[config.mk]
export PLATFORM = sky130hd
export DESIGN_NAME = chopper_device_flat
export DESIGN_NICKNAME = d
export VERILOG_FILES = /design/src/rtl/chopper_pkg.sv /design/src/rtl/serial_link_if.sv /design/src/rtl/chopper_device.sv /design/src/flat_wrapper.sv
export VERILOG_INCLUDE_DIRS = /design/src /design/src/rtl
export SDC_FILE = /design/constraint.sdc
export NUM_CORES = 1
export LEC_CHECK = 0
export BUFFER_PORTS_ARGS = -buffer_cell sky130_fd_sc_hd__buf_2
export CAP_MARGIN = 20
export CORE_MARGIN = 4
export CORE_UTILIZATION = 40
export DETAILED_ROUTE_END_ITERATION = 6
export HOLD_SLACK_MARGIN = 0.02
export PLACE_DENSITY_LB_ADDON = 0.1
export REMOVE_ABC_BUFFERS = 1
export SYNTH_ARGS = -nofsm -noshare
export SYNTH_HDL_FRONTEND = slang
export SYNTH_SLANG_ARGS = --single-unit
[constraint.sdc]
create_clock -name clock -period 4.7 [get_ports clock]
set_input_delay 1.41 -clock clock [delete_from_list [all_inputs] [get_ports clock]]
set_output_delay 1.41 -clock clock [all_outputs]
set_load 0.05 [all_outputs]
[src/rtl/chopper_defs.svh]
// constants for the serial-programmed quad h-bridge chopper
`ifndef CHOPPER_DEFS_SVH
`define CHOPPER_DEFS_SVH
`define WORD_BITS 16
`define SEL0_BIT 14
`define SEL1_BIT 15
`define BLANK_LO 0
`define BLANK_HI 1
`define OFF_LO 2
`define OFF_HI 6
`define FAST_LO 7
`define FAST_HI 10
`define RECT_CTRL_BIT 11
`define RECT_EN_BIT 12
`define MODE_LO_BASE 0
`define MODE_HI_BASE 7
`define MODE_INT_DECAY 0
`define MODE_EXT_DECAY 1
`define MODE_PHASE 2
`define MODE_DAC_LO 3
`define MODE_DAC_HI 6
`define WORD_RESET 16'h0000
`define BLANK_00 5'h04
`define BLANK_01 5'h06
`define BLANK_10 5'h0c
`define BLANK_11 5'h18
`define OSC_DIV 4'h4
`define CLK_PERIOD_NS 25
`define UV_FILTER_NS 1000
`define UV_CYCLES ((`UV_FILTER_NS + `CLK_PERIOD_NS - 1) / `CLK_PERIOD_NS)
`define HOST_HALF_BIT 4'h4
`endif

[src/rtl/chopper_pkg.sv]
// shared types for the chopper and its serial link
package chopper_pkg;
    typedef enum logic [5:0] {
        ST_IDLE  = 6'b000001,
        ST_BLANK = 6'b000010,
        ST_ON    = 6'b000100,
        ST_FAST  = 6'b001000,
        ST_SLOW  = 6'b010000,
        ST_EXT   = 6'b100000
    } bridge_state_e;
    typedef enum logic [2:0] {
        HS_IDLE   = 3'b001,
        HS_SHIFT  = 3'b010,
        HS_STROBE = 3'b100
    } host_state_e;
endpackage

[src/rtl/serial_link_if.sv]
// pins between the host controller and the bridge driver
interface serial_link_if;
    logic port_a_serial_clock;
    logic port_a_serial_data;
    logic port_a_latch_strobe;
    logic port_b_serial_clock;
    logic port_b_serial_data;
    logic port_b_latch_strobe;
    logic pair_a_drive_enable;
    logic pair_b_drive_enable;
    logic reset_pin_n;
    modport device_end (
        input port_a_serial_clock, port_a_serial_data, port_a_latch_strobe,
        input port_b_serial_clock, port_b_serial_data, port_b_latch_strobe,
        input pair_a_drive_enable, pair_b_drive_enable, reset_pin_n
    );
    modport host_end (
        output port_a_serial_clock, port_a_serial_data, port_a_latch_strobe,
        output port_b_serial_clock, port_b_serial_data, port_b_latch_strobe,
        output pair_a_drive_enable, pair_b_drive_enable, reset_pin_n
    );
endinterface

[src/rtl/chopper_device.sv]
// device end: serial word capture, configuration and four-bridge current chopper
`include "chopper_defs.svh"
module chopper_device (
    input wire logic clock,
    input wire logic sys_rst,
    serial_link_if.device_end link,
    input wire logic thermal_shutdown,
    input wire logic supply_ok,
    input wire logic [3:0] current_trip,
    input wire logic [3:0] decay_detect,
    output logic [3:0] high_a,
    output logic [3:0] low_a,
    output logic [3:0] high_b,
    output logic [3:0] low_b,
    output logic [3:0] detect_passive,
    output logic [15:0] trip_ratio_code
);
    logic [18:0] pin_raw;
    logic [18:0] pin_meta;
    logic [18:0] pin_s;
    logic [3:0] osc_cnt_reg;
    logic osc_tick;
    logic [6:0] uv_cnt_reg;
    logic cfg_clear;
    logic [1:0] sclk_prev_reg;
    logic [1:0] stb_prev_reg;
    logic [15:0] shift_reg [0:1];
    logic [1:0] latch;
    logic [15:0] timing_word_reg [0:2];
    logic [15:0] mode_a_reg;
    logic [15:0] mode_b_reg;
    logic [2:0] timing_seen_reg;
    logic [1:0] mode_seen_reg;
    logic ready_a;
    logic ready_b;

    // every outside signal passes two flops before use
    // bit map: 0-2 port a, 3-5 port b, 6-7 enables, 8 reset, 9 overheat, 10 supply, 11-14 trip, 15-18 detect
    assign pin_raw = {decay_detect, current_trip, supply_ok, thermal_shutdown, link.reset_pin_n,
                      link.pair_b_drive_enable, link.pair_a_drive_enable,
                      link.port_b_latch_strobe, link.port_b_serial_data, link.port_b_serial_clock,
                      link.port_a_latch_strobe, link.port_a_serial_data, link.port_a_serial_clock};
    always_ff @(posedge clock)
    begin
        pin_meta <= pin_raw;
        pin_s <= pin_meta;
    end

    // internal oscillator tick shared by every bridge timer
    assign osc_tick = (osc_cnt_reg == `OSC_DIV - 4'h1);
    always_ff @(posedge clock)
    begin
        if (sys_rst)
            osc_cnt_reg <= 4'h0;
        else
            osc_cnt_reg <= osc_tick ? 4'h0 : osc_cnt_reg + 4'h1;
    end

    // undervoltage filter: a dip must last the full window to reset
    always_ff @(posedge clock)
    begin
        if (sys_rst || pin_s[10])
            uv_cnt_reg <= 7'h00;
        else if (uv_cnt_reg != 7'(`UV_CYCLES))
            uv_cnt_reg <= uv_cnt_reg + 7'h01;
    end
    assign cfg_clear = sys_rst | ~pin_s[8] | pin_s[9] | (uv_cnt_reg == 7'(`UV_CYCLES));

    // per-port shift register on serial clock rising edges
    genvar p;
    generate
        for (p = 0; p < 2; p++)
        begin : g_port
            always_ff @(posedge clock)
            begin
                if (sys_rst)
                begin
                    sclk_prev_reg[p] <= 1'b0;
                    stb_prev_reg[p] <= 1'b0;
                    shift_reg[p] <= `WORD_RESET;
                end
                else
                begin
                    sclk_prev_reg[p] <= pin_s[p*3];
                    stb_prev_reg[p] <= pin_s[p*3+2];
                    if (pin_s[p*3] && !sclk_prev_reg[p])
                        shift_reg[p] <= {shift_reg[p][14:0], pin_s[p*3+1]};
                end
            end
            assign latch[p] = pin_s[p*3+2] && !stb_prev_reg[p];
        end
    endgenerate

    // word select decode into the configuration words
    always_ff @(posedge clock)
    begin
        if (cfg_clear)
        begin
            timing_word_reg[0] <= `WORD_RESET;
            timing_word_reg[1] <= `WORD_RESET;
            timing_word_reg[2] <= `WORD_RESET;
            mode_a_reg <= `WORD_RESET;
            mode_b_reg <= `WORD_RESET;
            timing_seen_reg <= 3'h0;
            mode_seen_reg <= 2'h0;
        end
        else
        begin
            if (latch[0])
            begin
                if (shift_reg[0][`SEL1_BIT])
                begin
                    mode_a_reg <= shift_reg[0];
                    mode_seen_reg[0] <= 1'b1;
                end
                else if (shift_reg[0][`SEL0_BIT])
                begin
                    timing_word_reg[1] <= shift_reg[0];
                    timing_seen_reg[1] <= 1'b1;
                end
                else
                begin
                    timing_word_reg[0] <= shift_reg[0];
                    timing_seen_reg[0] <= 1'b1;
                end
            end
            if (latch[1])
            begin
                if (shift_reg[1][`SEL1_BIT])
                begin
                    mode_b_reg <= shift_reg[1];
                    mode_seen_reg[1] <= 1'b1;
                end
                else if (!shift_reg[1][`SEL0_BIT])
                begin
                    timing_word_reg[2] <= shift_reg[1];
                    timing_seen_reg[2] <= 1'b1;
                end
            end
        end
    end
    assign ready_a = &{timing_seen_reg[1:0], mode_seen_reg[0]};
    assign ready_b = timing_seen_reg[2] & mode_seen_reg[1];

    // one chopper per bridge: 0 and 1 on port a, 2 and 3 on port b
    genvar i;
    generate
        for (i = 0; i < 4; i++)
        begin : g_bridge
            chopper_pkg::bridge_state_e state_reg;
            logic [15:0] tw;
            logic [6:0] mf;
            logic en;
            logic ready;
            logic int_slow;
            logic ext_slow;
            logic rect_en;
            logic [4:0] blank_cnt_reg;
            logic [7:0] off_cnt_reg;
            logic [6:0] fast_cnt_reg;
            logic [4:0] blank_load;
            logic blank_done;
            logic off_done;
            logic fast_done;
            logic armed;
            logic all_off_reg;
            logic [3:0] drive_next;

            assign tw = timing_word_reg[(i < 2) ? i : 2];
            assign mf = (i % 2 == 0) ? ((i < 2) ? mode_a_reg[13:7] : mode_b_reg[13:7])
                                     : ((i < 2) ? mode_a_reg[6:0] : mode_b_reg[6:0]);
            assign en = (i < 2) ? pin_s[6] : pin_s[7];
            assign ready = (i < 2) ? ready_a : ready_b;
            assign int_slow = mf[`MODE_INT_DECAY];
            assign ext_slow = (i < 2) ? mf[`MODE_EXT_DECAY] : 1'b0;
            assign rect_en = tw[`RECT_EN_BIT];
            assign blank_load = tw[`BLANK_LO] ? (tw[`BLANK_HI] ? `BLANK_11 : `BLANK_10)
                                              : (tw[`BLANK_HI] ? `BLANK_01 : `BLANK_00);
            assign blank_done = osc_tick && blank_cnt_reg == 5'h01;
            assign off_done = osc_tick && off_cnt_reg == 8'h01;
            assign fast_done = osc_tick && fast_cnt_reg == 7'h01;

            // bridge sequence: blank, on, fast decay, slow decay, repeat
            always_ff @(posedge clock)
            begin
                if (cfg_clear || !ready || mf[`MODE_DAC_HI:`MODE_DAC_LO] == 4'h0)
                    state_reg <= chopper_pkg::ST_IDLE;
                else if (!en)
                    state_reg <= chopper_pkg::ST_EXT;
                else
                begin
                    unique case (state_reg)
                        chopper_pkg::ST_IDLE, chopper_pkg::ST_EXT:
                            state_reg <= chopper_pkg::ST_BLANK;
                        chopper_pkg::ST_BLANK:
                            if (blank_done)
                                state_reg <= chopper_pkg::ST_ON;
                        chopper_pkg::ST_ON:
                            if (pin_s[11+i])
                                state_reg <= int_slow ? chopper_pkg::ST_SLOW : chopper_pkg::ST_FAST;
                        chopper_pkg::ST_FAST:
                            if (off_done)
                                state_reg <= chopper_pkg::ST_BLANK;
                            else if (fast_done)
                                state_reg <= chopper_pkg::ST_SLOW;
                        chopper_pkg::ST_SLOW:
                            if (off_done)
                                state_reg <= chopper_pkg::ST_BLANK;
                    endcase
                end
            end

            // interval timers, each loaded then counted down on the tick
            always_ff @(posedge clock)
            begin
                if (state_reg != chopper_pkg::ST_BLANK)
                    blank_cnt_reg <= blank_load;
                else if (osc_tick)
                    blank_cnt_reg <= blank_cnt_reg - 5'h01;
                if (state_reg == chopper_pkg::ST_ON || state_reg == chopper_pkg::ST_EXT)
                begin
                    off_cnt_reg <= {tw[`OFF_HI:`OFF_LO], 3'h7};
                    fast_cnt_reg <= {tw[`FAST_HI:`FAST_LO], 3'h7};
                end
                else if (osc_tick)
                begin
                    if (off_cnt_reg != 8'h00)
                        off_cnt_reg <= off_cnt_reg - 8'h01;
                    if (fast_cnt_reg != 7'h00)
                        fast_cnt_reg <= fast_cnt_reg - 7'h01;
                end
            end

            // decay current detection window and all-off latch
            assign armed = rect_en && ((state_reg == chopper_pkg::ST_FAST && !int_slow)
                           || (state_reg == chopper_pkg::ST_EXT && !ext_slow));
            always_ff @(posedge clock)
            begin
                if (!armed)
                    all_off_reg <= 1'b0;
                else if (pin_s[15+i])
                    all_off_reg <= 1'b1;
            end

            // gate pattern {high_a, low_a, high_b, low_b}
            always_comb
            begin
                drive_next = 4'h0;
                unique case (state_reg)
                    chopper_pkg::ST_BLANK, chopper_pkg::ST_ON:
                        drive_next = mf[`MODE_PHASE] ? 4'b1001 : 4'b0110;
                    chopper_pkg::ST_FAST:
                        if (rect_en && !all_off_reg)
                            drive_next = mf[`MODE_PHASE] ? 4'b0110 : 4'b1001;
                    chopper_pkg::ST_SLOW:
                        if (rect_en)
                            drive_next = 4'b0101;
                    chopper_pkg::ST_EXT:
                        if (ext_slow && rect_en)
                            drive_next = 4'b0101;
                        else if (!ext_slow && rect_en && !all_off_reg)
                            drive_next = mf[`MODE_PHASE] ? 4'b0110 : 4'b1001;
                    default:
                        drive_next = 4'h0;
                endcase
            end

            // registered gate and reference outputs
            always_ff @(posedge clock)
            begin
                if (cfg_clear)
                begin
                    {high_a[i], low_a[i], high_b[i], low_b[i]} <= 4'h0;
                    detect_passive[i] <= 1'b0;
                    trip_ratio_code[i*4 +: 4] <= 4'h0;
                end
                else
                begin
                    {high_a[i], low_a[i], high_b[i], low_b[i]} <= drive_next;
                    detect_passive[i] <= tw[`RECT_CTRL_BIT];
                    trip_ratio_code[i*4 +: 4] <= mf[`MODE_DAC_HI:`MODE_DAC_LO];
                end
            end
        end
    endgenerate
endmodule

[src/flat_wrapper.sv]
// flat-port wrapper written by rule: the top's interface ports become plain ports
module chopper_device_flat 
  (clock, sys_rst, thermal_shutdown, supply_ok, current_trip, decay_detect, high_a, low_a, high_b, low_b, detect_passive, trip_ratio_code, link_port_a_serial_clock, link_port_a_serial_data, link_port_a_latch_strobe, link_port_b_serial_clock, link_port_b_serial_data, link_port_b_latch_strobe, link_pair_a_drive_enable, link_pair_b_drive_enable, link_reset_pin_n);
  serial_link_if link_i ();
  input wire logic clock;
  input wire logic sys_rst;
  input wire logic thermal_shutdown;
  input wire logic supply_ok;
  input wire logic [3:0] current_trip;
  input wire logic [3:0] decay_detect;
  output logic [3:0] high_a;
  output logic [3:0] low_a;
  output logic [3:0] high_b;
  output logic [3:0] low_b;
  output logic [3:0] detect_passive;
  output logic [15:0] trip_ratio_code;
  input wire logic [$bits(link_i.port_a_serial_clock)-1:0] link_port_a_serial_clock;
  input wire logic [$bits(link_i.port_a_serial_data)-1:0] link_port_a_serial_data;
  input wire logic [$bits(link_i.port_a_latch_strobe)-1:0] link_port_a_latch_strobe;
  input wire logic [$bits(link_i.port_b_serial_clock)-1:0] link_port_b_serial_clock;
  input wire logic [$bits(link_i.port_b_serial_data)-1:0] link_port_b_serial_data;
  input wire logic [$bits(link_i.port_b_latch_strobe)-1:0] link_port_b_latch_strobe;
  input wire logic [$bits(link_i.pair_a_drive_enable)-1:0] link_pair_a_drive_enable;
  input wire logic [$bits(link_i.pair_b_drive_enable)-1:0] link_pair_b_drive_enable;
  input wire logic [$bits(link_i.reset_pin_n)-1:0] link_reset_pin_n;
  assign link_i.port_a_serial_clock = link_port_a_serial_clock;
  assign link_i.port_a_serial_data = link_port_a_serial_data;
  assign link_i.port_a_latch_strobe = link_port_a_latch_strobe;
  assign link_i.port_b_serial_clock = link_port_b_serial_clock;
  assign link_i.port_b_serial_data = link_port_b_serial_data;
  assign link_i.port_b_latch_strobe = link_port_b_latch_strobe;
  assign link_i.pair_a_drive_enable = link_pair_a_drive_enable;
  assign link_i.pair_b_drive_enable = link_pair_b_drive_enable;
  assign link_i.reset_pin_n = link_reset_pin_n;
  chopper_device u_core (.clock(clock), .sys_rst(sys_rst), .link(link_i), .thermal_shutdown(thermal_shutdown), .supply_ok(supply_ok), .current_trip(current_trip), .decay_detect(decay_detect), .high_a(high_a), .low_a(low_a), .high_b(high_b), .low_b(low_b), .detect_passive(detect_passive), .trip_ratio_code(trip_ratio_code));
endmodule
==> flow_summary.ini <==
[run_status]
status = finished, final reports clean

[yosys]
synth_top_cell_by_area = edfxtp_1
yosysWarnings = 0
synthCells = 1160
synthArstFlopShare_pct = 0
synth_top_area_share_pct = 31.0
syn_avg_cell_area_um2 = 10.6
ys_ff_latch = 298
seq_area_frac_synth_pct = 58.8
synth_area_um2 = 12300
netlist_top_cells_area = edfxtp_1 31%, dfxtp_1 28%, nand2_1 4.6%, and2_1 4.1%, xnor2_1 3.3%
synth.distinct_cells = 62
ys.flop_type = dfxtp_1
synth_edf_count = 127

[routing]
drt-total-wl_mm = 26.2
drc = 0
vias = 8178
wl_per_cell_um = 15.9
drtIter0Drc = 452
vias_per_cell = 4.98
dr.pass1.iters = 5
final_antenna_net_count = 0

[global_route]
grt_use_total_pct = 15.7
grt_pass1_vias = 8007
grt_pass1_wl_mm = 42.6
gr-total-overflow = 0
antenna_found_initial = 0
grt_max_degree = 42

[timing]
skew_ns = 0.0153
fmax_mhz = 346
drv_slew = 0
setup_viol = 0
postLayoutSetupSlackWorst_ns = 1.81
rsz0062_at_grt = false
period_share_pct = 61.5
max-slew-margin-rel_pct = 41.0
worst_slew_pin_slew_ns = 0.878
holdWs_ns = 0.324
min_period_ns = 2.89
setup_tns_ns = 0
hold_viol = 0

[power_and_ir_drop]
ir_drop_uv = 270
total_power_mw = 6.31
power_density_nw_per_um2 = 446
swShare_pct = 24.5
clkPwrFrac_pct = 42.1
combPwrFrac_pct = 9.7
power_leakage_nw = 5.42
seqPwrFrac_pct = 48.2
p_int_mw = 4.77
switchingPower_mw = 1.54

[final_layout]
largest_reg_flops = 39
final_common_cell = dfxtp_1
layout.nets = 1279
final_cell_mix = 171 x dfxtp_1, 151 x nand2_1, 127 x edfxtp_1, 80 x and2_1, 77 x nor2_1
synthToLayoutAreaGrowth_pct = 15.1
antenna_cells = 0
drive_gt1_share_pct = 11.0
fin_cells = 1642

[clock_network]
cts_root_buf = clkbuf_16
numCtsBuffers = 34
tritoncts = done
cts_setup_buffers = 0
cts_hold_buf = 0
clkTransAtPathRegs_ns = 0.05
clock_path_buffers = 3
clock_sinks = 298
cts-resized-gates = 0
insertion_delay_ns = 0.52
ctsHtreeMaxLevel = 2

[floorplan]
die_w_um = 183
design.die.area_um2 = 33700
start_util_pct = 41.0
core_um2 = 30000
die_h_um = 183
num_rows = 63
ioPinCount = 57

[place]
dp_hpwl_mm = 18.6
globalplace.congestion = 0.803
io_buffers = 56
pre_cts_ws_ns = 1.26
place_inst = 1580

[run]
drv_cap = 0

[worst_setup_path]
critPathSlowestCell = or3b_4
worst_ep_required_time_ns = 5.11
path_max_fanout = 18
criticalPathCategory = in -> reg
slowest_delay_ns = 0.48
cp-end-kind = flop
arrival_ns = 3.30
critPathLaunchType = input port
crit_chain = buf_2, or3b_4, nor3_1, o41ai_1, or2_2, a2111oi_2

[worst_hold_path]
hold_class = reg -> reg
## synthesized netlist by cell type (all sizes together), types with 2 or more instances
| master | count |
|---|---|
| or3b | 5 |
| and3 | 9 |
| nor4 | 13 |
| a21o | 3 |
| mux2i | 4 |
| edfxtp | 127 |
| a31oi | 4 |
| a21oi | 53 |
| nand4 | 5 |
| nor3b | 7 |
| buf | 3 |
| o211ai | 7 |
| or3 | 10 |
| or4 | 8 |
| a21boi | 3 |
| o31ai | 30 |
| o21bai | 2 |
| nand2 | 151 |
| a22oi | 3 |
| nand4b | 2 |
| and2 | 80 |
| ha | 32 |
| o41ai | 4 |
| nand3 | 30 |
| o21a | 5 |
| nor4b | 2 |
| o21ai | 43 |
| or4b | 3 |
| a211oi | 4 |
| inv | 42 |
| xor2 | 29 |
| or2 | 9 |
| nor2b | 14 |
| nand2b | 18 |
| dfxtp | 171 |
| nor3 | 34 |
| nor2 | 78 |
| xnor2 | 47 |
| clkbuf | 33 |
| and3b | 3 |
| nand3b | 15 |
| o211a | 5 |
## path summary, 6_finish.rpt
check | endpoint | start | depth (start not counted) | slack (ns)
worst max-delay path | u_core.g_bridge[3].state_reg[3] | sys_rst | 6 | 1.81
worst min-delay path | u_core.pin_s[10] | u_core.pin_meta[10] | 0 | 0.32
worst max register to register | u_core.g_bridge[2].state_reg[1] | u_core.osc_cnt_reg[0] | 7 | 2.05
worst min register to register | u_core.pin_s[10] | u_core.pin_meta[10] | 0 | 0.32
## power groups by stage
stage | clock network [mW] | registers, mW | logic, mW
detailed placement | 0 | 3.10 | 0.612
finish | 2.66 | 3.04 | 0.611
CTS | 2.73 | 3.04 | 0.621
global route | 2.84 | 3.07 | 0.712
floorplan | 0 | 3.05 | 0.485
global placement | 0 | 3.10 | 0.607
## cell families (layout without fill, tap and decap cells)
family | after synthesis | in the layout | share of synthesized area (%)
simple gates | 497 | 497 | 20.8
fa+ha+maj | 32 | 32 | 3.25
compound gates | 174 | 174 | 8.89
buf+inv | 78 | 170 | 2.48
flops | 298 | 298 | 58.8
xor+xnor | 76 | 76 | 5.41
mux | 5 | 5 | 0.417
## through the flow
| stage | util [%] | area (um^2) |
|---|---|---|
| 2_1_floorplan | - | 12200 |
| 3_3_place_gp | 43.3 | 13000 |
| 3_5_place_dp | 43.4 | 13000 |
| 4_1_cts | 47.2 | 14200 |
| 5_1_grt | 47.2 | 14200 |
| 6_report | 47.2 | 14200 |
## worst max-delay path: cells and delay by family
family / cells / cell delay (ns)
AO/OA/AOI/OAI: 2 / 0.54
buffers and inverters: 1 / 0.20
AND/OR/NAND/NOR: 3 / 1.14
## cell type report
| type | count | area [um^2] |
|---|---|---|
| Multi-Input combinational cell | 784 | 4780 |
| Tap cell | 390 | 488 |
| Timing Repair Buffer | 66 | 359 |
| Sequential cell | 298 | 7240 |
| Fill cell | 2807 | 15900 |
| Clock inverter | 11 | 123 |
| Inverter | 42 | 158 |
| Clock buffer | 51 | 1020 |
## routing by layer
layer / vias up / track usage [%] / share of wire [%]
li1: 4182 / - / -
met1: 3807 / 24.1 / 52
met2: 145 / 22.8 / 42
met3: 44 / 2.69 / 4.0
met4: 0 / 4.35 / 2.3
met5: - / 0 / 0
Power figures use the tool's default switching activity.
